`config.mk`:
```
export PLATFORM = sky130hd
export DESIGN_NAME = e1ei_top
export DESIGN_NICKNAME = d
export VERILOG_FILES = /design/src/verilog/e1ei_pkg.sv /design/src/verilog/e1ei_shot_if.sv /design/src/verilog/e1ei_shot.sv /design/src/verilog/e1ei_top.sv
export SDC_FILE = /design/constraint.sdc
export NUM_CORES = 1
export LEC_CHECK = 0
export BUFFER_PORTS_ARGS = -buffer_cell sky130_fd_sc_hd__buf_2
export CELL_PAD_IN_SITES_DETAIL_PLACEMENT = 0
export CELL_PAD_IN_SITES_GLOBAL_PLACEMENT = 1
export CORE_AREA = 5 5 144 146
export CTS_BUF_LIST = sky130_fd_sc_hd__clkbuf_8
export DETAILED_ROUTE_END_ITERATION = 7
export DIE_AREA = 0 0 149 151
export PLACE_DENSITY = 0.7
export SYNTH_ARGS = -nofsm -noshare
export SYNTH_HDL_FRONTEND = slang
export SYNTH_SLANG_ARGS = --single-unit
```
`constraint.sdc`:
```
create_clock -name pclk -period 2.2 [get_ports pclk]
set_clock_uncertainty 0.05 [all_clocks]
set_input_delay 0.11 -clock pclk [delete_from_list [all_inputs] [get_ports pclk]]
set_output_delay 0.11 -clock pclk [all_outputs]
set_load 0.05 [all_outputs]
```
`src/verilog/e1ei_pkg.sv`:
```
// Constants for the E1 transmit error insertion and control block.
// Assumes one 100 MHz APB clock and an active-low asynchronous reset.
`default_nettype none

package e1ei_pkg;

    // Register indices; the APB byte address is four times the index
    localparam logic [5:0] IDX_ERR_INJECT = 6'h19;
    localparam logic [5:0] IDX_MISC_CTRL = 6'h1A;
    localparam logic [5:0] IDX_IRQ_STATUS = 6'h20;
    localparam logic [5:0] IDX_IRQ_MASK = 6'h21;
    localparam logic [5:0] IDX_LCV_COUNT = 6'h22;
    localparam logic [5:0] IDX_CRC_COUNT = 6'h23;
    localparam logic [5:0] IDX_LINE_STATE = 6'h24;

    // Reset values
    localparam logic [7:0] ERR_INJECT_RST = 8'h00;
    localparam logic [7:0] MISC_CTRL_RST = 8'h00;
    localparam logic [4:0] IRQ_MASK_RST = 5'h00;

    // Bits of transmit_error_injection
    localparam int EI_BPV = 7;
    localparam int EI_CRC = 6;
    localparam int EI_FAS = 5;
    localparam int EI_NFAS = 4;
    localparam int EI_SILENCE = 3;
    localparam int EI_PAYLOAD = 2;
    localparam int EI_SHORT_THR = 1;
    localparam int EI_LOSS_SEL = 0;

    // Bits of device_misc_control
    localparam int MC_RESET = 7;
    localparam int MC_SUSPEND = 6;
    localparam int MC_ACK = 5;
    localparam int MC_CNT_CLEAR = 4;
    localparam int MC_SAMPLE = 3;
    localparam int MC_OOF_PAUSE = 2;
    localparam int MC_DOUBLE = 0;

    // Single-shot insertion channels, in pulse-vector order
    localparam int NUM_INJ = 5;
    localparam int INJ_BPV = 0;
    localparam int INJ_CRC = 1;
    localparam int INJ_FAS = 2;
    localparam int INJ_NFAS = 3;
    localparam int INJ_PAYLOAD = 4;
    localparam int INJ_BIT [NUM_INJ] = '{EI_BPV, EI_CRC, EI_FAS, EI_NFAS,
        EI_PAYLOAD};

    // Interrupt status bits
    localparam int NUM_IRQ = 5;
    localparam int IRQ_LOSS_CHG = 0;
    localparam int IRQ_SYNC_CHG = 1;
    localparam int IRQ_LCV = 2;
    localparam int IRQ_CRC = 3;
    localparam int IRQ_INJ_DONE = 4;

    // Digital loss-of-signal zero-run thresholds
    localparam int ZRUN_W = 9;
    localparam logic [ZRUN_W-1:0] ZRUN_SHORT = 9'h020;
    localparam logic [ZRUN_W-1:0] ZRUN_LONG = 9'h0C0;
    localparam logic [ZRUN_W-1:0] ZRUN_MAX = 9'h100;

endpackage : e1ei_pkg

`default_nettype wire

```
`src/verilog/e1ei_shot_if.sv`:
```
// Interface between the register bank and the single-shot insertion unit.
// Assumes both ends run on the same APB clock.
`default_nettype none

interface e1ei_shot_if #(
    parameter int N = 5
);
    logic [N-1:0] arm;
    logic [N-1:0] apply;
    logic [N-1:0] fire;
    logic [N-1:0] pending;
    logic clr;

    modport bank (output arm, output apply, output clr, input fire,
        input pending);
    modport shot (input arm, input apply, input clr, output fire,
        output pending);
endinterface : e1ei_shot_if

`default_nettype wire

```
`src/verilog/e1ei_shot.sv`:
```
// Single-shot error insertion: holds one armed request per channel and
// releases it as a one-cycle pulse in the cycle after the next transmit slot allowed.
// Assumes arm and apply come from logic on the same clock.
`default_nettype none

module e1ei_shot #(
    parameter int N = 5
) (
    input wire logic pclk,
    input wire logic presetn,
    e1ei_shot_if.shot sif
);

    logic [N-1:0] pend_q;
    logic [N-1:0] pend_d;
    logic [N-1:0] fire_q;
    logic [N-1:0] fire_now;

    // One request per rising change, released once at the slot
    genvar i;
    generate
        for (i = 0; i < N; i++) begin : g_ch
            assign fire_now[i] = pend_q[i] & sif.apply[i];
            // A new arm in the firing cycle stays pending
            assign pend_d[i] = (pend_q[i] & ~fire_now[i]) | sif.arm[i];
        end
    endgenerate

    // Pending and pulse registers
    always_ff @(posedge pclk or negedge presetn) begin
        if (!presetn) begin
            pend_q <= '0;
            fire_q <= '0;
        end else if (sif.clr) begin
            pend_q <= '0;
            fire_q <= '0;
        end else begin
            pend_q <= pend_d;
            fire_q <= fire_now;
        end
    end

    assign sif.fire = fire_q;
    assign sif.pending = pend_q;

endmodule : e1ei_shot

`default_nettype wire

```
`src/verilog/e1ei_top.sv`:
```
// E1 transmit error insertion and device control register bank on APB.
// Assumes the transmit framer strobes each insertion slot for one cycle,
// receive status inputs share pclk, and the analog loss pin is async.
//
// Our own choice: the APB interface to the registers.
`default_nettype none

module e1ei_top #(
    parameter int CNT_W = 16
) (
    input wire logic pclk,
    input wire logic presetn,
    input wire logic psel,
    input wire logic penable,
    input wire logic pwrite,
    input wire logic [7:0] paddr,
    input wire logic [31:0] pwdata,
    output logic [31:0] prdata,
    output logic pready,
    output logic pslverr,
    input wire logic [e1ei_pkg::NUM_INJ-1:0] tx_slot_strobe,
    output logic [e1ei_pkg::NUM_INJ-1:0] inject_pulse,
    output logic force_line_silence,
    input wire logic rx_bit_valid,
    input wire logic rx_bit,
    input wire logic rx_frame_sync,
    input wire logic rx_code_violation,
    input wire logic rx_crc_error,
    input wire logic one_second_tick,
    input wire logic analog_los_pin,
    output logic loss_indication_pin,
    output logic irq,
    output logic irq_n,
    output logic irq_n_oe,
    output logic hdlc_double_speed
);

    localparam int NI = e1ei_pkg::NUM_INJ;
    localparam int NQ = e1ei_pkg::NUM_IRQ;
    localparam int ZW = e1ei_pkg::ZRUN_W;

    // Bus registers
    logic pready_q;
    logic pslverr_q;
    logic [31:0] prdata_q;
    logic [31:0] rd_mux;

    // Software registers
    logic [7:0] err_q;
    logic [7:0] ctrl_q;
    logic [NQ-1:0] mask_q;
    logic [NQ-1:0] stat_q;
    logic [NQ-1:0] stat_d;

    // Line state
    logic [2:0] alos_sync_q;
    logic alos_q;
    logic [ZW-1:0] zrun_q;
    logic dig_los;
    logic loss_q;
    logic loss_d;
    logic sync_prev_q;

    // Interrupt registers
    logic irq_q;
    logic irq_n_q;
    logic irq_n_oe_q;

    // Counters: index 0 line code violations, 1 CRC errors
    logic [CNT_W-1:0] cnt_live_q [2];
    logic [CNT_W-1:0] cnt_show_q [2];
    logic [1:0] cnt_inc;

    e1ei_shot_if #(.N(NI)) sif ();

    // APB phase and address decode
    wire setup = psel & ~penable;
    wire access = psel & penable & pready_q;
    wire wr = access & pwrite;
    wire [5:0] idx = paddr[7:2];
    wire aligned = (paddr[1:0] == 2'h0);

    // Register hits
    wire hit_err = aligned & (idx == e1ei_pkg::IDX_ERR_INJECT);
    wire hit_ctrl = aligned & (idx == e1ei_pkg::IDX_MISC_CTRL);
    wire hit_stat = aligned & (idx == e1ei_pkg::IDX_IRQ_STATUS);
    wire hit_mask = aligned & (idx == e1ei_pkg::IDX_IRQ_MASK);
    wire hit_lcv = aligned & (idx == e1ei_pkg::IDX_LCV_COUNT);
    wire hit_crc = aligned & (idx == e1ei_pkg::IDX_CRC_COUNT);
    wire hit_state = aligned & (idx == e1ei_pkg::IDX_LINE_STATE);
    wire hit_any = hit_err | hit_ctrl | hit_stat | hit_mask | hit_lcv
        | hit_crc | hit_state;

    // Write strobes
    wire wr_err = wr & hit_err;
    wire wr_ctrl = wr & hit_ctrl;
    wire wr_stat = wr & hit_stat;
    wire wr_mask = wr & hit_mask;

    // Control decode
    wire [7:0] wbyte = pwdata[7:0];

    // Control bit edges
    wire soft_rst = wr_ctrl & wbyte[e1ei_pkg::MC_RESET]
        & ~ctrl_q[e1ei_pkg::MC_RESET];
    wire ack_toggle = wr_ctrl & (wbyte[e1ei_pkg::MC_ACK]
        ^ ctrl_q[e1ei_pkg::MC_ACK]);

    // Level controls
    wire suspend = ctrl_q[e1ei_pkg::MC_SUSPEND];
    wire cnt_clear = ctrl_q[e1ei_pkg::MC_CNT_CLEAR];
    wire sample = ctrl_q[e1ei_pkg::MC_SAMPLE];
    wire oof_pause = ctrl_q[e1ei_pkg::MC_OOF_PAUSE];
    wire silence = err_q[e1ei_pkg::EI_SILENCE];

    // Arm on a written rising edge of each single-shot bit
    genvar g;
    generate
        for (g = 0; g < NI; g++) begin : g_arm
            assign sif.arm[g] = wr_err & wbyte[e1ei_pkg::INJ_BIT[g]]
                & ~err_q[e1ei_pkg::INJ_BIT[g]];
        end
    endgenerate

    // Slots: BPV, CRC, FAS, NFAS bit two, payload; held off in silence
    assign sif.apply = tx_slot_strobe & {NI{~silence}};
    assign sif.clr = soft_rst;

    e1ei_shot #(.N(NI)) u_shot (
        .pclk(pclk),
        .presetn(presetn),
        .sif(sif)
    );

    // Each pulse marks one error at its slot
    assign inject_pulse = sif.fire;
    // Inversion of NFAS bit two and payload error ride the same pulses

    // APB answer: zero wait states, error on unmapped or unaligned address
    always_ff @(posedge pclk or negedge presetn) begin
        if (!presetn) begin
            pready_q <= 1'b0;
            pslverr_q <= 1'b0;
            prdata_q <= 32'h0000_0000;
        end else begin
            pready_q <= setup;
            pslverr_q <= setup & ~hit_any;
            prdata_q <= (setup & ~pwrite) ? rd_mux : 32'h0000_0000;
        end
    end

    // Read multiplexer; unused upper bits read as zero
    wire [31:0] rd_err = {24'h000000, err_q};
    wire [31:0] rd_ctrl = {24'h000000, ctrl_q};
    wire [31:0] rd_stat = {{(32-NQ){1'b0}}, stat_q};
    wire [31:0] rd_mask = {{(32-NQ){1'b0}}, mask_q};
    wire [31:0] rd_lcv = {{(32-CNT_W){1'b0}}, cnt_show_q[0]};
    wire [31:0] rd_crc = {{(32-CNT_W){1'b0}}, cnt_show_q[1]};
    // Line state word
    wire [31:0] rd_state = {{(24-NI){1'b0}}, sif.pending, 4'h0,
        alos_q, dig_los, rx_frame_sync, loss_q};
    assign rd_mux = ({32{hit_err}} & rd_err)
        | ({32{hit_ctrl}} & rd_ctrl)
        | ({32{hit_stat}} & rd_stat)
        | ({32{hit_mask}} & rd_mask)
        | ({32{hit_lcv}} & rd_lcv)
        | ({32{hit_crc}} & rd_crc)
        | ({32{hit_state}} & rd_state);

    // Software registers; a rising reset bit returns all to defaults
    always_ff @(posedge pclk or negedge presetn) begin
        if (!presetn) begin
            err_q <= e1ei_pkg::ERR_INJECT_RST;
            ctrl_q <= e1ei_pkg::MISC_CTRL_RST;
            mask_q <= e1ei_pkg::IRQ_MASK_RST;
        end else if (soft_rst) begin
            err_q <= e1ei_pkg::ERR_INJECT_RST;
            ctrl_q <= e1ei_pkg::MISC_CTRL_RST;
            mask_q <= e1ei_pkg::IRQ_MASK_RST;
        end else begin
            if (wr_err) begin
                err_q <= wbyte;
            end
            if (wr_ctrl) begin
                ctrl_q <= wbyte; // Reserved bit stored as written
            end
            if (wr_mask) begin
                mask_q <= pwdata[NQ-1:0];
            end
        end
    end

    // Level outputs taken directly from register bits
    assign force_line_silence = silence;
    assign hdlc_double_speed = ctrl_q[e1ei_pkg::MC_DOUBLE];

    // Analog loss pin: three stages, change taken when stages two and
    // three agree
    always_ff @(posedge pclk or negedge presetn) begin
        if (!presetn) begin
            alos_sync_q <= 3'h0;
            alos_q <= 1'b0;
        end else begin
            alos_sync_q <= {alos_sync_q[1:0], analog_los_pin};
            if (alos_sync_q[1] == alos_sync_q[2]) begin
                alos_q <= alos_sync_q[2];
            end
        end
    end

    // Digital loss of signal: run of received zeros against threshold
    wire [ZW-1:0] zthr = err_q[e1ei_pkg::EI_SHORT_THR]
        ? e1ei_pkg::ZRUN_SHORT : e1ei_pkg::ZRUN_LONG;
    assign dig_los = (zrun_q >= zthr);
    wire zrun_sat = (zrun_q == e1ei_pkg::ZRUN_MAX);

    // Zero run counter
    always_ff @(posedge pclk or negedge presetn) begin
        if (!presetn) begin
            zrun_q <= '0;
        end else if (soft_rst) begin
            zrun_q <= '0;
        end else if (rx_bit_valid) begin
            if (rx_bit) begin
                zrun_q <= '0;
            end else if (!zrun_sat) begin
                zrun_q <= zrun_q + ZW'(1);
            end
        end
    end

    // Loss indication: signal loss, plus frame loss when select is low
    wire los_any = alos_q | dig_los;
    assign loss_d = los_any | (~err_q[e1ei_pkg::EI_LOSS_SEL]
        & ~rx_frame_sync);

    // Loss pin register
    always_ff @(posedge pclk or negedge presetn) begin
        if (!presetn) begin
            loss_q <= 1'b0;
            sync_prev_q <= 1'b1;
        end else begin
            loss_q <= loss_d;
            sync_prev_q <= rx_frame_sync;
        end
    end

    assign loss_indication_pin = loss_q;

    // Status counters: violation count pauses out of frame if asked
    assign cnt_inc[0] = rx_code_violation
        & ~(oof_pause & ~rx_frame_sync);
    assign cnt_inc[1] = rx_crc_error;

    generate
        for (g = 0; g < 2; g++) begin : g_cnt
            // Live count; clear bit holds it at zero
            always_ff @(posedge pclk or negedge presetn) begin
                if (!presetn) begin
                    cnt_live_q[g] <= '0;
                end else if (soft_rst || cnt_clear) begin
                    cnt_live_q[g] <= '0;
                end else if (cnt_inc[g]) begin
                    cnt_live_q[g] <= cnt_live_q[g] + CNT_W'(1);
                end
            end

            // Visible count: follows live, or only on the second tick
            always_ff @(posedge pclk or negedge presetn) begin
                if (!presetn) begin
                    cnt_show_q[g] <= '0;
                end else if (soft_rst || cnt_clear) begin
                    cnt_show_q[g] <= '0;
                end else if (!sample || one_second_tick) begin
                    cnt_show_q[g] <= cnt_live_q[g];
                end
            end
        end
    endgenerate

    // Interrupt sources, ignored while suspended
    wire [NQ-1:0] ev_raw = {|sif.fire, cnt_inc[1], cnt_inc[0],
        rx_frame_sync ^ sync_prev_q, loss_d ^ loss_q};
    wire [NQ-1:0] ev = ev_raw & {NQ{~suspend}};
    wire [NQ-1:0] w1c = wr_stat ? pwdata[NQ-1:0] : '0;
    wire [NQ-1:0] ack_clr = {NQ{ack_toggle}};

    // A new event wins over a clear in the same cycle
    assign stat_d = (stat_q & ~w1c & ~ack_clr) | ev;
    wire irq_on = |(stat_d & mask_q);

    // Status and pin registers
    always_ff @(posedge pclk or negedge presetn) begin
        if (!presetn) begin
            stat_q <= '0;
            irq_q <= 1'b0;
            irq_n_q <= 1'b1;
            irq_n_oe_q <= 1'b1;
        end else if (soft_rst) begin
            stat_q <= '0;
            irq_q <= 1'b0;
            irq_n_q <= 1'b1;
            irq_n_oe_q <= 1'b1;
        end else begin
            stat_q <= stat_d;
            irq_q <= irq_on;
            irq_n_q <= ~irq_on;
            irq_n_oe_q <= ~(wr_ctrl ? wbyte[e1ei_pkg::MC_SUSPEND]
                : suspend);
        end
    end

    // Interrupt outputs
    assign irq = irq_q;
    assign irq_n = irq_n_q;
    assign irq_n_oe = irq_n_oe_q;

    // APB outputs
    assign pready = pready_q;
    assign pslverr = pslverr_q;
    assign prdata = prdata_q;

endmodule : e1ei_top

`default_nettype wire
```
* Word level (Yosys, flattened, before mapping) *
Index checks and enable logic that the tools add are counted.

operators by class
  add/sub/neg operators = 3
  magnitude comparators = 1
  eq/ne operators = 10
  muxes and demuxes = 28
  bitwise operators = 101
  reduce and logical (&&, ||, !) cells = 14

operators with widths
  operator                                                                number
  32-bit OR                                                               6
  16-bit two-way mux                                                      8
  32-bit by 16-bit bitwise AND with 32-bit output                         2
  32-bit by 5-bit bitwise AND with 32-bit output                          2
  32-bit by 8-bit bitwise AND with 32-bit output                          2
  1-bit bitwise AND                                                       43
  8-bit two-way mux                                                       5
  9-bit two-way mux                                                       4
  16-bit by 1-bit adder with 16-bit output (second input constant)        2
  32-bit by 13-bit bitwise AND with 32-bit output                         1
  32-bit two-way mux                                                      1
  6-bit equality test (second input constant)                             5
  5-bit two-way mux                                                       6
  5-bit bitwise AND                                                       5
  1-bit inverter                                                          21
  2-bit nonzero test                                                      7
  1-bit OR                                                                13
  6-bit by 5-bit equality test with 1-bit output (second input constant)  2
  5-bit inverter                                                          2
  5-bit OR reduction                                                      2
  9-bit by 1-bit adder with 9-bit output (second input constant)          1
  9-bit equality test (second input constant)                             1
  9-bit by 8-bit greater-or-equal comparator with 1-bit output            1
  5-bit OR                                                                1
  8 further kinds                                                         14

word-level totals
  register bits after elaboration = 152
  input bits = 57
  output and inout port bits = 45
  logic and storage cells = 178

* Depth between registers and ports, before layout *
Gate-level depths: netlist of run 1.

  depth in word-level cells = 13
  depth in mapped cells = 8
  mapped depth without buffers = 7

* By module *
A second synthesis of run 1 with hierarchy kept.

second synthesis, totals
  cell total of the unflattened synthesis = 671
  area, all modules = 6536.3 µm²

by module, submodules not included
  module     instances  cells each  area an instance (µm²)  seq. area each (µm²)
  e1ei_top   1          635         6105.9                  3156.8
  e1ei_shot  1          36          430.4                   250.2

* Worst setup path after synthesis of run 1 *
OpenSTA, ideal clock, no wires.

  path kind = flip-flop to flip-flop
  start point = register pready_q (netlist: pready)
  end point = register irq_q (netlist: irq)
  setup time = 0.129 ns
  data arrival time = 1.971 ns
  required time = 2.021 ns
  slack = 0.051 ns
  cell stages (with the launch flop) = 6
  path buffers = 1
  clock period less this slack = 2.149 ns
  cell sequence = dfrtp_1 -> and4_1 -> buf_1 -> nand3_1 -> o211a_1 -> a2111o_1

on the way
  word-level cells in the longest chain between the ends = 11
  elaborated cells on any way between the ends = 16
  classes of those cells = mux (2); bitwise (13); reduce/logical (1)

RTL lines
  what                            RTL line         source
  start, declared                 e1ei_top.sv:43   logic pready_q;
  start signal, assigned          e1ei_top.sv:146  pready_q <= setup;
  1-bit bitwise AND *             e1ei_top.sv:78   wire access = psel & penable & pready_q;
  1-bit bitwise AND *             e1ei_top.sv:79   wire wr = access & pwrite;
  1-bit bitwise AND               e1ei_top.sv:97   wire wr_stat = wr & hit_stat;
  5-bit two-way mux               e1ei_top.sv:285  wire [NQ-1:0] w1c = wr_stat ? pwdata[NQ-1:0] : '0;
  5-bit inverter                  e1ei_top.sv:289  assign stat_d = (stat_q & ~w1c & ~ack_clr) | ev;
  5-bit bitwise AND (2 in a row)  e1ei_top.sv:289
  5-bit OR                        e1ei_top.sv:289
  5-bit bitwise AND               e1ei_top.sv:290  wire irq_on = |(stat_d & mask_q);
  5-bit OR reduction              e1ei_top.sv:290
  1-bit two-way mux *             e1ei_top.sv:299  end else if (soft_rst) begin
  end signal, assigned            e1ei_top.sv:306  irq_q <= irq_on;
  end, declared                   e1ei_top.sv:65   logic irq_q;

Mark *: on every way between the ends. The rest lies on a longest branch, timed or not.
A chain may end at the register's enable or synchronous reset.

* Worst setup path after layout of run 1 *
  start point = register zrun_q[0]
  end point = register zrun_q[4]

on the way
  word-level cells in the longest chain between the ends = 5
  elaborated cells on any way between the ends = 8
  classes of those cells = add/sub (1); eq/ne (2); mux (4); reduce/logical (1)

RTL lines
  what                                    RTL line         source
  start, declared                         e1ei_top.sv:58   logic [ZW-1:0] zrun_q;
  start signal, assigned                  e1ei_top.sv:227  zrun_q <= zrun_q + ZW'(1);
  9-bit by 1-bit adder with 9-bit output  e1ei_top.sv:227
  9-bit two-way mux                       e1ei_top.sv:226  end else if (!zrun_sat) begin
  9-bit two-way mux                       e1ei_top.sv:224  if (rx_bit) begin
  9-bit two-way mux                       e1ei_top.sv:223  end else if (rx_bit_valid) begin
  9-bit two-way mux                       e1ei_top.sv:221  end else if (soft_rst) begin

Parallel ways exist; a longest one is shown, timed or not. The select of a mux whose other input is x is not followed.

==> flow_metrics.tcl, run 1 <==
set metrics [dict create \
    status "finished clean" \
    synth_top_area_share_pct 50.65 \
    area_delta_synth_final_pct 19.63 \
    ys_seq_elements 136 \
    drive_above_1_share_pct 18.88 \
    place.detailed.hpwl_um 13010 \
    diodes 0 \
    r2r_start "zrun_q[0]$_DFFE_PN0P_" \
    worst_slack_ns 0.1061 \
    cts-root-buf "clkbuf_8" \
    fin_area_mm2 0.007861 \
    rows 51 \
    top_usage_layer "met2" \
    hp-start "rx_crc_error" \
    syn_area_mm2 0.006571 \
    postSynthAreaPerCell_um2 9.664 \
    cts.clk_slew.worst_paths_ns 0.08 \
    routed_wl_um 18230 \
    cp.required_ns 2.53 \
    final_util_pct 40.79 \
    drcViolationCount 0 \
    critical_path_arrival_ns 2.42 \
    synth_top_cells_by_area "dfrtp_1 51%, nand2_1 6.6%, a21oi_1 4.6%" \
    use_met3_pct 3.980 \
    grt_pass1_wl_um 29370 \
    io_buffer_count 61 \
    grt_max_degree 65 \
    cts_htree_levels 4 \
    dpl_cell_area_mm2 0.007267 \
    powerDensity_mw_per_mm2 737.0 \
    ir_drop_mv 0.3157 \
    hold_class "primary input to flip-flop" \
    worst_path_max_delay_cell "or3b_2" \
    antenna_found_initial 0 \
    worstSetupStartpointType "flip-flop" \
    max_slew.worst_pin.slew_ns 0.8758 \
    via_per_inst 5.101 \
    core_mm2 0.01927 \
    grt_pass1_vias 5503 \
    startpoint "zrun_q[0]$_DFFE_PN0P_" \
    drt-wirelength-per-cell_um 17.29 \
    layout.nets 840 \
    hold_viol 0 \
    path_max_fanout 8 \
    gp_congestion 0.8784 \
    min_period_ns 2.094 \
    cts-buffers-inserted 17 \
    seq_area_frac_synth_pct 51.85 \
    p_leak_uw 0.003550 \
    dr.pass1.iters 5 \
    setup_violations 0 \
    grt_overflow_total 0 \
    synth_flop_cell "dfrtp_1" \
    die_w_um 149 \
    relSlewSlack_pct 41.61 \
    slowest_delay_ns 0.46 \
    final_max_slew_viol_count 0 \
    cts_tree "built" \
    async_flop_share_pct 100.0 \
    worstSkewPairLatency_ns 0.45 \
    use_met2_pct 28.60 \
    initial_core_util_pct 34.10 \
    end_kind "flip-flop" \
    synth_edf_count 0 \
    vias 5376 \
    die_area_mm2 0.02250 \
    period_share_pct 95.18 \
    track_usage_pct 16.77 \
    yosys_warnings 0 \
    cts_buffer_depth 2 \
    yosysUniqueCellTypes 62 \
    die_h_um 151 \
    ios 102 \
    maxCapViolCount 0 \
    syn_inst 680 \
    rsz0062_at_grt "false" \
    max_freq_mhz 477.6 \
    synth_largest_area_cell "dfrtp_1" \
    drtIter0Drc 371 \
    use_met1_pct 20.83 \
    setup.worst_path.class "flip-flop to flip-flop" \
    clock_sink_count 136 \
    crit_chain "inv_1 > ha_1 > nor4b_2 > a41o_2 > or2_2 > or3b_2 > a21oi_1" \
    antenna_left 0 \
    place_ws_ns -0.1064 \
]
final cells by class:
type	count	area, um^2
fill	1945	11410
inverter	23	86.33
clock buffer	18	247.7
timing repair buffer	113	789.5
multi-input combinational	485	2873
clock inverter	14	126.4
sequential	136	3407
tap	265	331.6
metrics by stage:
step	std cells	hold WS, ns	power (uW)	TNS [ns]
after floorplan	695	-0.2356	3553	0
after global placement	1002	0.1005	3818	-0.1031
after detailed placement	1002	0.1019	3849	-0.1802
after CTS	1054	0.01882	5867	0
after global routing	1054	0.03704	6105	0
final	1054	0.04512	5794	0
sequential cells by signal, summed over array words and instances, names as in the netlist:
signal	count
alos_q	1
alos_sync_q	3
cnt_live_q	32
cnt_show_q	32
ctrl_q	8
err_q	8
irq	1
irq_n	1
irq_n_oe	1
loss_indication_pin	1
mask_q	5
prdata	16
pready	1
pslverr	1
stat_q	5
sync_prev_q	1
u_shot.sif.fire	5
u_shot.sif.pending	5
zrun_q	9
routing by layer:
layer | vias up | share of wire [%]
li1 | 2535 | -
met1 | 2676 | 42
met2 | 131 | 51
met3 | 34 | 4.8
met4 | 0 | 2.3
met5 | - | 0
kinds of logic (layout without fill, tap and decap cells):
kind of cell,after synthesis,after routing,synth area share [%]
adder cells (fa/ha/maj),8,8,1.485
AO/OA/AOI/OAI,138,138,14.01
buffers and inverters,74,168,5.674
multiplexers,5,5,0.7616
AND/OR/NAND/NOR,285,285,21.76
XOR/XNOR,33,33,4.398
flip-flops,136,136,51.85
other,1,16,0.05707
layout by cell type (no fill, tap or decap), drive strengths merged, types with 4 or more instances in the layout:
master / n
a22oi: 11
clkinv: 4
a31oi: 5
xor2: 11
clkbuf: 18
nor3: 18
o21ai: 14
dlygate4sd3: 20
xnor2: 22
nor2b: 7
a21oi: 62
conb: 16
nor2: 66
nor3b: 5
nand3: 14
nor4b: 9
ha: 7
and2: 5
dfrtp: 133
a222oi: 13
buf: 93
mux2i: 5
nand2: 116
inv: 29
or3: 6
nand4: 11
and3: 6
o21a: 5
nand3b: 4
a22o: 4
final timing paths:
check | endpoint | slack [ns] | cells past startpoint
max reg2reg | zrun_q[4]$_DFFE_PN0P_ | 0.11 | 7
min in group asynchronous | pready$_DFF_PN0_ | 0.17 | 2
min | cnt_live_q[0]$_DFFE_PN0P_ | 0.05 | 3
max | zrun_q[4]$_DFFE_PN0P_ | 0.11 | 7
min reg2reg | alos_sync_q[1]$_DFF_PN0_ | 0.30 | 0
max in group asynchronous | cnt_show_q[4]$_DFFE_PN0P_ | 1.26 | 3
synthesized netlist by cell type (3+ instances only):
library cell    n
dfrtp_1       133
clkbuf_1       21
a41o_1          3
nand2_1       115
buf_2           7
or3_1           6
o21ai_0        14
buf_6           3
nor3_1         18
nand3b_1        4
buf_4          17
ha_1            7
nor4b_4         4
nand4_1        11
buf_1           3
o21a_1          5
inv_1          23
a21oi_1        60
nor2_1         66
xnor2_1        22
o31ai_1         3
and2_1          5
a31oi_1         5
a222oi_1       13
and3_1          6
or2_2           3
a22o_1          4
xor2_1         11
nor4_1          3
nor2b_1         7
nor4b_1         5
dfstp_2         3
nand3_1        14
a22oi_1        11
nor3b_1         3
nand2b_1        3
mux2i_1         5
power by group:
group / switching, uW / internal, uW / total, uW / leakage [uW]
Sequential: 272 / 2770 / 3050 / 0.00178
Combinational: 459 / 322 / 781 / 0.00158
Clock: 1040 / 930 / 1970 / 0.000189
timing repair:
action / in CTS / in global routing
gates resized for setup: 1 / 4
gates cloned: 0 / 0
hold buffers: 20 / 0
pin swaps: 0 / 2
endpoints found under the hold margin: 101 / 0
setup endpoints to repair: 2 / 4
buffers inserted: 0 / 0
critical path: cells and delay by family, from the launching register on:
kind                       cells  cell delay, ns
adders and majority gates      1            0.19
DFF                            1            0.35
and+or+nand+nor                3            0.94
AOI/OAI and AO/OA              2            0.44
buffers and inverters          1            0.04
Power figures use the tool's default switching activity.
==> inputs of run 2 (changes only) <==
CORE_AREA = 5 5 127 129   (was 5 5 144 146)
DIE_AREA = 0 0 132 134   (was 0 0 149 151)
PLACE_DENSITY = 0.86   (was 0.7)
RECOVER_POWER = 100   (was default)
==> run 2 against run 1 <==
Net effect: first-iteration DRC count grew 38%; non-clock buffer count shrank 1; via count grew 1.3%; clock-buffer cell count is the same; clock power grew 15%; global-route usage grew 3.4 points; hold slack gained 0.0088 ns; final area shrank 1.1%; setup slack lost 0.10 ns; total power grew 5.5%; flip-flop and latch count is the same; critical endpoint is now prdata[1]$_DFF_PN0_; largest cell class unchanged.
==> flow_metrics.tcl, run 2 (same netlist as run 1, synthesis figures left out) <==
set metrics [dict create \
    area_delta_synth_final_pct 18.32 \
    drive_above_1_share_pct 14.87 \
    maxCapViolCount 0 \
    r2r-end "irq$_DFF_PN0_" \
    grt_overflow_total 0 \
    cts-root-buf "clkbuf_8" \
    mostFrequentLayoutCell "dfrtp_1" \
    cts_buffer_depth 2 \
    p_leak_uw 0.003422 \
    via_per_inst 5.584 \
    setup_tns_ns 0 \
    cts.clk_slew.worst_paths_ns 0.08 \
    min_period_ns 2.197 \
    most-common-layout-cells "132 x dfrtp_1, 115 x nand2_1, 66 x nor2_1" \
    gp_congestion 0.9001 \
    drtIter0Drc 511 \
    grt_max_degree 65 \
    cts-buffers-inserted 17 \
    vias 5444 \
    worstSetupStartpointType "primary input" \
    io_buffer_count 61 \
    dr.pass1.iters 5 \
    setup.worst_path.class "primary input to flip-flop" \
    worstSkewPairLatency_ns 0.46 \
    worstRegToRegCells 7 \
    layout.nets 839 \
    cts_htree_levels 4 \
    ir_drop_mv 0.4856 \
    drt-wirelength-per-cell_um 18.05 \
    setup_violations 0 \
    antenna_left 0 \
    place.detailed.hpwl_um 12330 \
    grt_pass1_vias 5517 \
    fillers 1346 \
    ios 102 \
    max_slew.worst_pin.slew_ns 1.343 \
    cp.required_ns 2.51 \
    clock_sink_count 136 \
    path_max_fanout 16 \
    period_share_pct 99.87 \
    status "finished clean" \
    max_freq_mhz 455.1 \
    drcViolationCount 0 \
    hold_class "primary input to flip-flop" \
    die_w_um 132 \
    routed_wl_um 17590 \
    core_mm2 0.01492 \
    startpoint "paddr[1]" \
    setup.worst_path.end "prdata[1]$_DFF_PN0_" \
    end_kind "flip-flop" \
    final_max_slew_viol_count 0 \
    antenna_found_initial 0 \
    r2r_start "err_q[1]$_DFFE_PN0P_" \
    powerDensity_mw_per_mm2 786.6 \
    diodes 0 \
    critical_path_arrival_ns 2.51 \
    cts_tree "built" \
    initial_core_util_pct 44.04 \
    hold_viol 0 \
    relSlewSlack_pct 10.45 \
    power_uw 6116 \
    die_area_mm2 0.01769 \
    die_h_um 134 \
    grt_pass1_wl_um 28570 \
    ff2ff_setup_slack_ns 0.09 \
    track_usage_pct 20.21 \
    rows 45 \
]
[run 2: cell count changes in the layout (fill, tap and decap cells not counted), sizes merged]
cell         change
buf             -40
clkbuf          +40
bufinv           +3
inv              -3
clkinvlp         -1
dlygate4sd3      -1
[run 2: worst min-delay path by stage]
stage	startpoint	to	slack [ns]	cells past startpoint
floorplan	presetn	alos_q$_DFFE_PN0N_	-0.24	0
global placement	presetn	mask_q[0]$_DFFE_PN0P_	0.05	1
detailed placement	presetn	ctrl_q[0]$_DFFE_PN0P_	0.05	1
CTS	rx_bit	zrun_q[1]$_DFFE_PN0P_	0.02	4
global route	rx_crc_error	cnt_live_q[0]$_DFFE_PN0P_	0.05	3
finish	rx_bit	zrun_q[1]$_DFFE_PN0P_	0.05	4
[run 2: layer usage]
metal  GRT usage (%)  part of all wire (%)
met5               0                     0
met4           9.486                   3.1
met3           4.126                   5.3
met2           33.58                    50
met1           25.39                    41
[run 2: stage by stage]
stage	cells	hold WS, ns	setup WS (ns)	util (%)	area, um^2
global placement	921	0.04711	0.01305	47.86	7141
floorplan	695	-0.2356	0.05079	-	6628
global route	975	0.04965	-0.02017	52.11	7775
finish	975	0.05395	0.002811	52.11	7775
CTS	971	0.01604	0.006703	52.17	7784
detailed placement	921	0.04505	-0.08164	47.86	7141
[run 2: layout make-up]
class	instances	area, um^2	share of cell area (%)
clock buffers	18	247.7	3.186
clock inverters	13	192.7	2.478
inverters	23	86.33	1.110
multi-input cells	485	2900	37.30
flip-flops and latches	136	3408	43.84
well taps	188	235.2	3.025
repair buffers	112	704.4	9.060
[run 2: what timing repair did]
item,CTS,global route
buffers inserted,0,4
endpoints found under the setup margin,2,6
hold endpoints to repair,112,0
hold buffers,19,0
pin swaps,0,4
resized for setup,2,13
[run 2: critical path, stage by stage]
cell	delay [ns]
buf_2	0.14
nor3_1	0.45
inv_1	0.15
nor4b_1	0.38
clkbuf_1	0.73
a222oi_1	0.28
a31oi_1	0.26
[run 2: power by group]
group	internal (uW)	switching [uW]
Clock	1270	998
Combinational	324	474
Sequential	2770	276
==> inputs of run 3 (changes only) <==
ABC_AREA = 1   (was default)
CORE_AREA = 5 5 129 131   (was 5 5 127 129)
DIE_AREA = 0 0 134 136   (was 0 0 132 134)
==> run 3 against run 2 <==
Net effect: first-iteration DRC count decreased by 37%; critical path type is now flip-flop to flip-flop; critical path depth increased by 3; sequential power decreased by 17%.
==> flow_metrics.tcl, run 3 <==
set metrics [dict create \
    status "finished clean" \
    startpoint "pready$_DFF_PN0_" \
    vias 5613 \
    end_kind "flip-flop" \
    synth_largest_area_cell "dfrtp_1" \
    syn_inst 781 \
    ff_latch_area_mm2 0.003407 \
    p_switching_uw 1184 \
    synthTopCellsByCount "138 x nand2_1, 133 x dfrtp_1, 105 x inv_1, 85 x nor2_1, 48 x a21oi_1" \
    synth_top_area_share_pct 50.51 \
    drtIter0Drc 324 \
    synth.most_common_cell "nand2_1" \
    most-common-layout-cells "140 x nand2_1, 133 x dfrtp_1, 108 x inv_1" \
    max_freq_mhz 505.3 \
    cts_htree_levels 4 \
    r2r-end "zrun_q[8]$_DFFE_PN0P_" \
    cts-buffers-inserted 17 \
    die_area_mm2 0.01822 \
    r2r_start "pready$_DFF_PN0_" \
    antenna_found_initial 0 \
    relSlewSlack_pct 15.39 \
    cts.clk_slew.worst_paths_ns 0.07 \
    ios 102 \
    setup_tns_ns 0 \
    setup.worst_path.class "flip-flop to flip-flop" \
    clock_sink_count 136 \
    setup.worst_path.end "zrun_q[8]$_DFFE_PN0P_" \
    min_period_ns 1.979 \
    dpl_cell_area_mm2 0.007142 \
    initial_core_util_pct 42.56 \
    grt_overflow_total 0 \
    ff2ff_setup_slack_ns 0.22 \
    track_usage_pct 19.53 \
    grt_max_degree 50 \
    antenna_left 0 \
    postSynthAreaPerCell_um2 8.436 \
    hold_class "primary input to flip-flop" \
    p_leak_uw 0.003614 \
    path_max_fanout 16 \
    yosysUniqueCellTypes 46 \
    gp_congestion 0.8655 \
    synth_edf_count 0 \
    worstSetupStartpointType "flip-flop" \
    via_per_inst 5.150 \
    fillers 1526 \
    setup_violations 0 \
    worst_hold_slack_ns 0.08626 \
    fin_area_mm2 0.007657 \
    die_h_um 136 \
    p_int_uw 3687 \
    ys_seq_elements 136 \
    worstSkewPairLatency_ns 0.44 \
    routed_wl_um 16780 \
    drive_above_1_share_pct 11.25 \
    critical_path_arrival_ns 2.26 \
    seq_area_frac_synth_pct 51.71 \
    dr.pass1.iters 5 \
    hold_viol 0 \
    io_buffer_count 61 \
    rows 46 \
    powerDensity_mw_per_mm2 636.1 \
    worstRegToRegCells 10 \
    ir_drop_mv 0.3947 \
    async_flop_share_pct 100.0 \
    grt_pass1_vias 5499 \
    area_delta_synth_final_pct 16.22 \
    grt_pass1_wl_um 27880 \
    core_mm2 0.01548 \
    max_slew.worst_pin.slew_ns 1.269 \
    die_w_um 134 \
    multi_input_area_mm2 0.002581 \
    p_clk_share_pct 41.1 \
    place_inst 1036 \
    syn_area_mm2 0.006589 \
    seqPwrFrac_pct 52.2 \
    diodes 0 \
    layout.nets 949 \
    stdcell_count 1090 \
    drcViolationCount 0 \
    final_max_slew_viol_count 0 \
    synth_flop_cell "dfrtp_1" \
    switching_share_pct 24.31 \
    rsz0062_at_grt "false" \
    cp.required_ns 2.49 \
    place.detailed.hpwl_um 12340 \
    synth_top_cells_by_area "dfrtp_1 51%, nand2_1 7.9%, inv_1 6.0%" \
    cts_tree "built" \
    cts_buffer_depth 2 \
    maxCapViolCount 0 \
    yosys_warnings 0 \
    pwr-share-comb_pct 6.6 \
    cts-root-buf "clkbuf_8" \
    period_share_pct 89.95 \
    mostFrequentLayoutCell "nand2_1" \
    drt-wirelength-per-cell_um 15.40 \
    min_path_cells 5 \
]
run 3: cell types whose count changed in the layout (fill, tap and decap cells not counted), moves of 12 or more:
cell / delta
o21ai_0: +44
xnor2_1: -20
nand3_1: +31
o22ai_1: +17
a21oi_1: -12
nor2_1: +21
inv_1: +85
a222oi_1: -13
nand2_1: +25
run 3: cell type report:
type	count	share of cell area [%]
clock buffers	20	3.595
inverters	110	5.474
multi-input cells	517	33.71
flip-flops and latches	136	44.49
repair buffers	103	8.170
clock inverters	12	1.422
well taps	192	3.137
run 3: how the worst min path moves through the flow:
stage	from	endpoint	slack [ns]
floorplan	presetn	alos_q$_DFFE_PN0N_	-0.24
detailed placement	presetn	u_shot.sif.fire[3]$_DFF_PN0_	0.04
global route	one_second_tick	cnt_show_q[18]$_DFFE_PN0P_	0.08
global placement	presetn	u_shot.sif.fire[2]$_DFF_PN0_	0.03
CTS	pwrite	prdata[0]$_DFF_PN0_	0.005
finish	one_second_tick	cnt_show_q[18]$_DFFE_PN0P_	0.09
run 3: metrics by stage:
| stage | power, uW | worst slack, ns | util (%) |
|---|---|---|---|
| floorplan | 2778 | 0.2037 | - |
| global placement | 2890 | 0.3577 | 46.13 |
| detailed placement | 2894 | 0.3174 | 46.13 |
| CTS | 4939 | 0.3764 | 50.03 |
| global route | 5074 | 0.04945 | 49.46 |
| finish | 4871 | 0.2211 | 49.46 |
run 3: layer usage:
metal  vias to the layer above  part of all wire [%]  global-route usage (%)
met1                      2668                    46                   26.20
met3                        29                   5.8                   4.330
met2                       167                    46                   30.99
li1                       2749                     -                       -
met4                         0                   2.2                   7.714
met5                         -                     0                       0
run 3: power groups by stage:
stage	clock, uW	sequential, uW	combinational [uW]
after floorplan	0	2600	178
after global placement	0	2590	300
after detailed placement	0	2590	303
after CTS	2060	2540	333
after global routing	2170	2540	362
final	2000	2540	323
run 3: cell families after synthesis:
family / after synthesis / synth area share, %
xor+xnor: 10 / 1.329
other cells: 1 / 0.05691
fa+ha+maj: 8 / 1.481
compound gates: 148 / 12.59
buf+inv: 143 / 9.666
flops: 136 / 51.71
simple gates: 335 / 23.17
run 3: worst max-delay path, cell delays in order (launching register included):
cell and delay [ns]:
dfrtp_1 0.34, nand2_1 0.05, nor2_1 0.14, nand2_1 0.15, clkinv_2 0.12, nand3_4 0.09
buf_4 0.22, nand2_1 0.24, inv_1 0.18, nor3b_1 0.21, nor2_1 0.07
run 3: what timing repair did:
| action | in CTS | in global routing |
|---|---|---|
| hold buffers | 22 | 0 |
| resized for setup | 0 | 0 |
| buffers inserted | 0 | 0 |
| hold endpoints to repair | 136 | 0 |
| setup endpoints to repair | 0 | 0 |
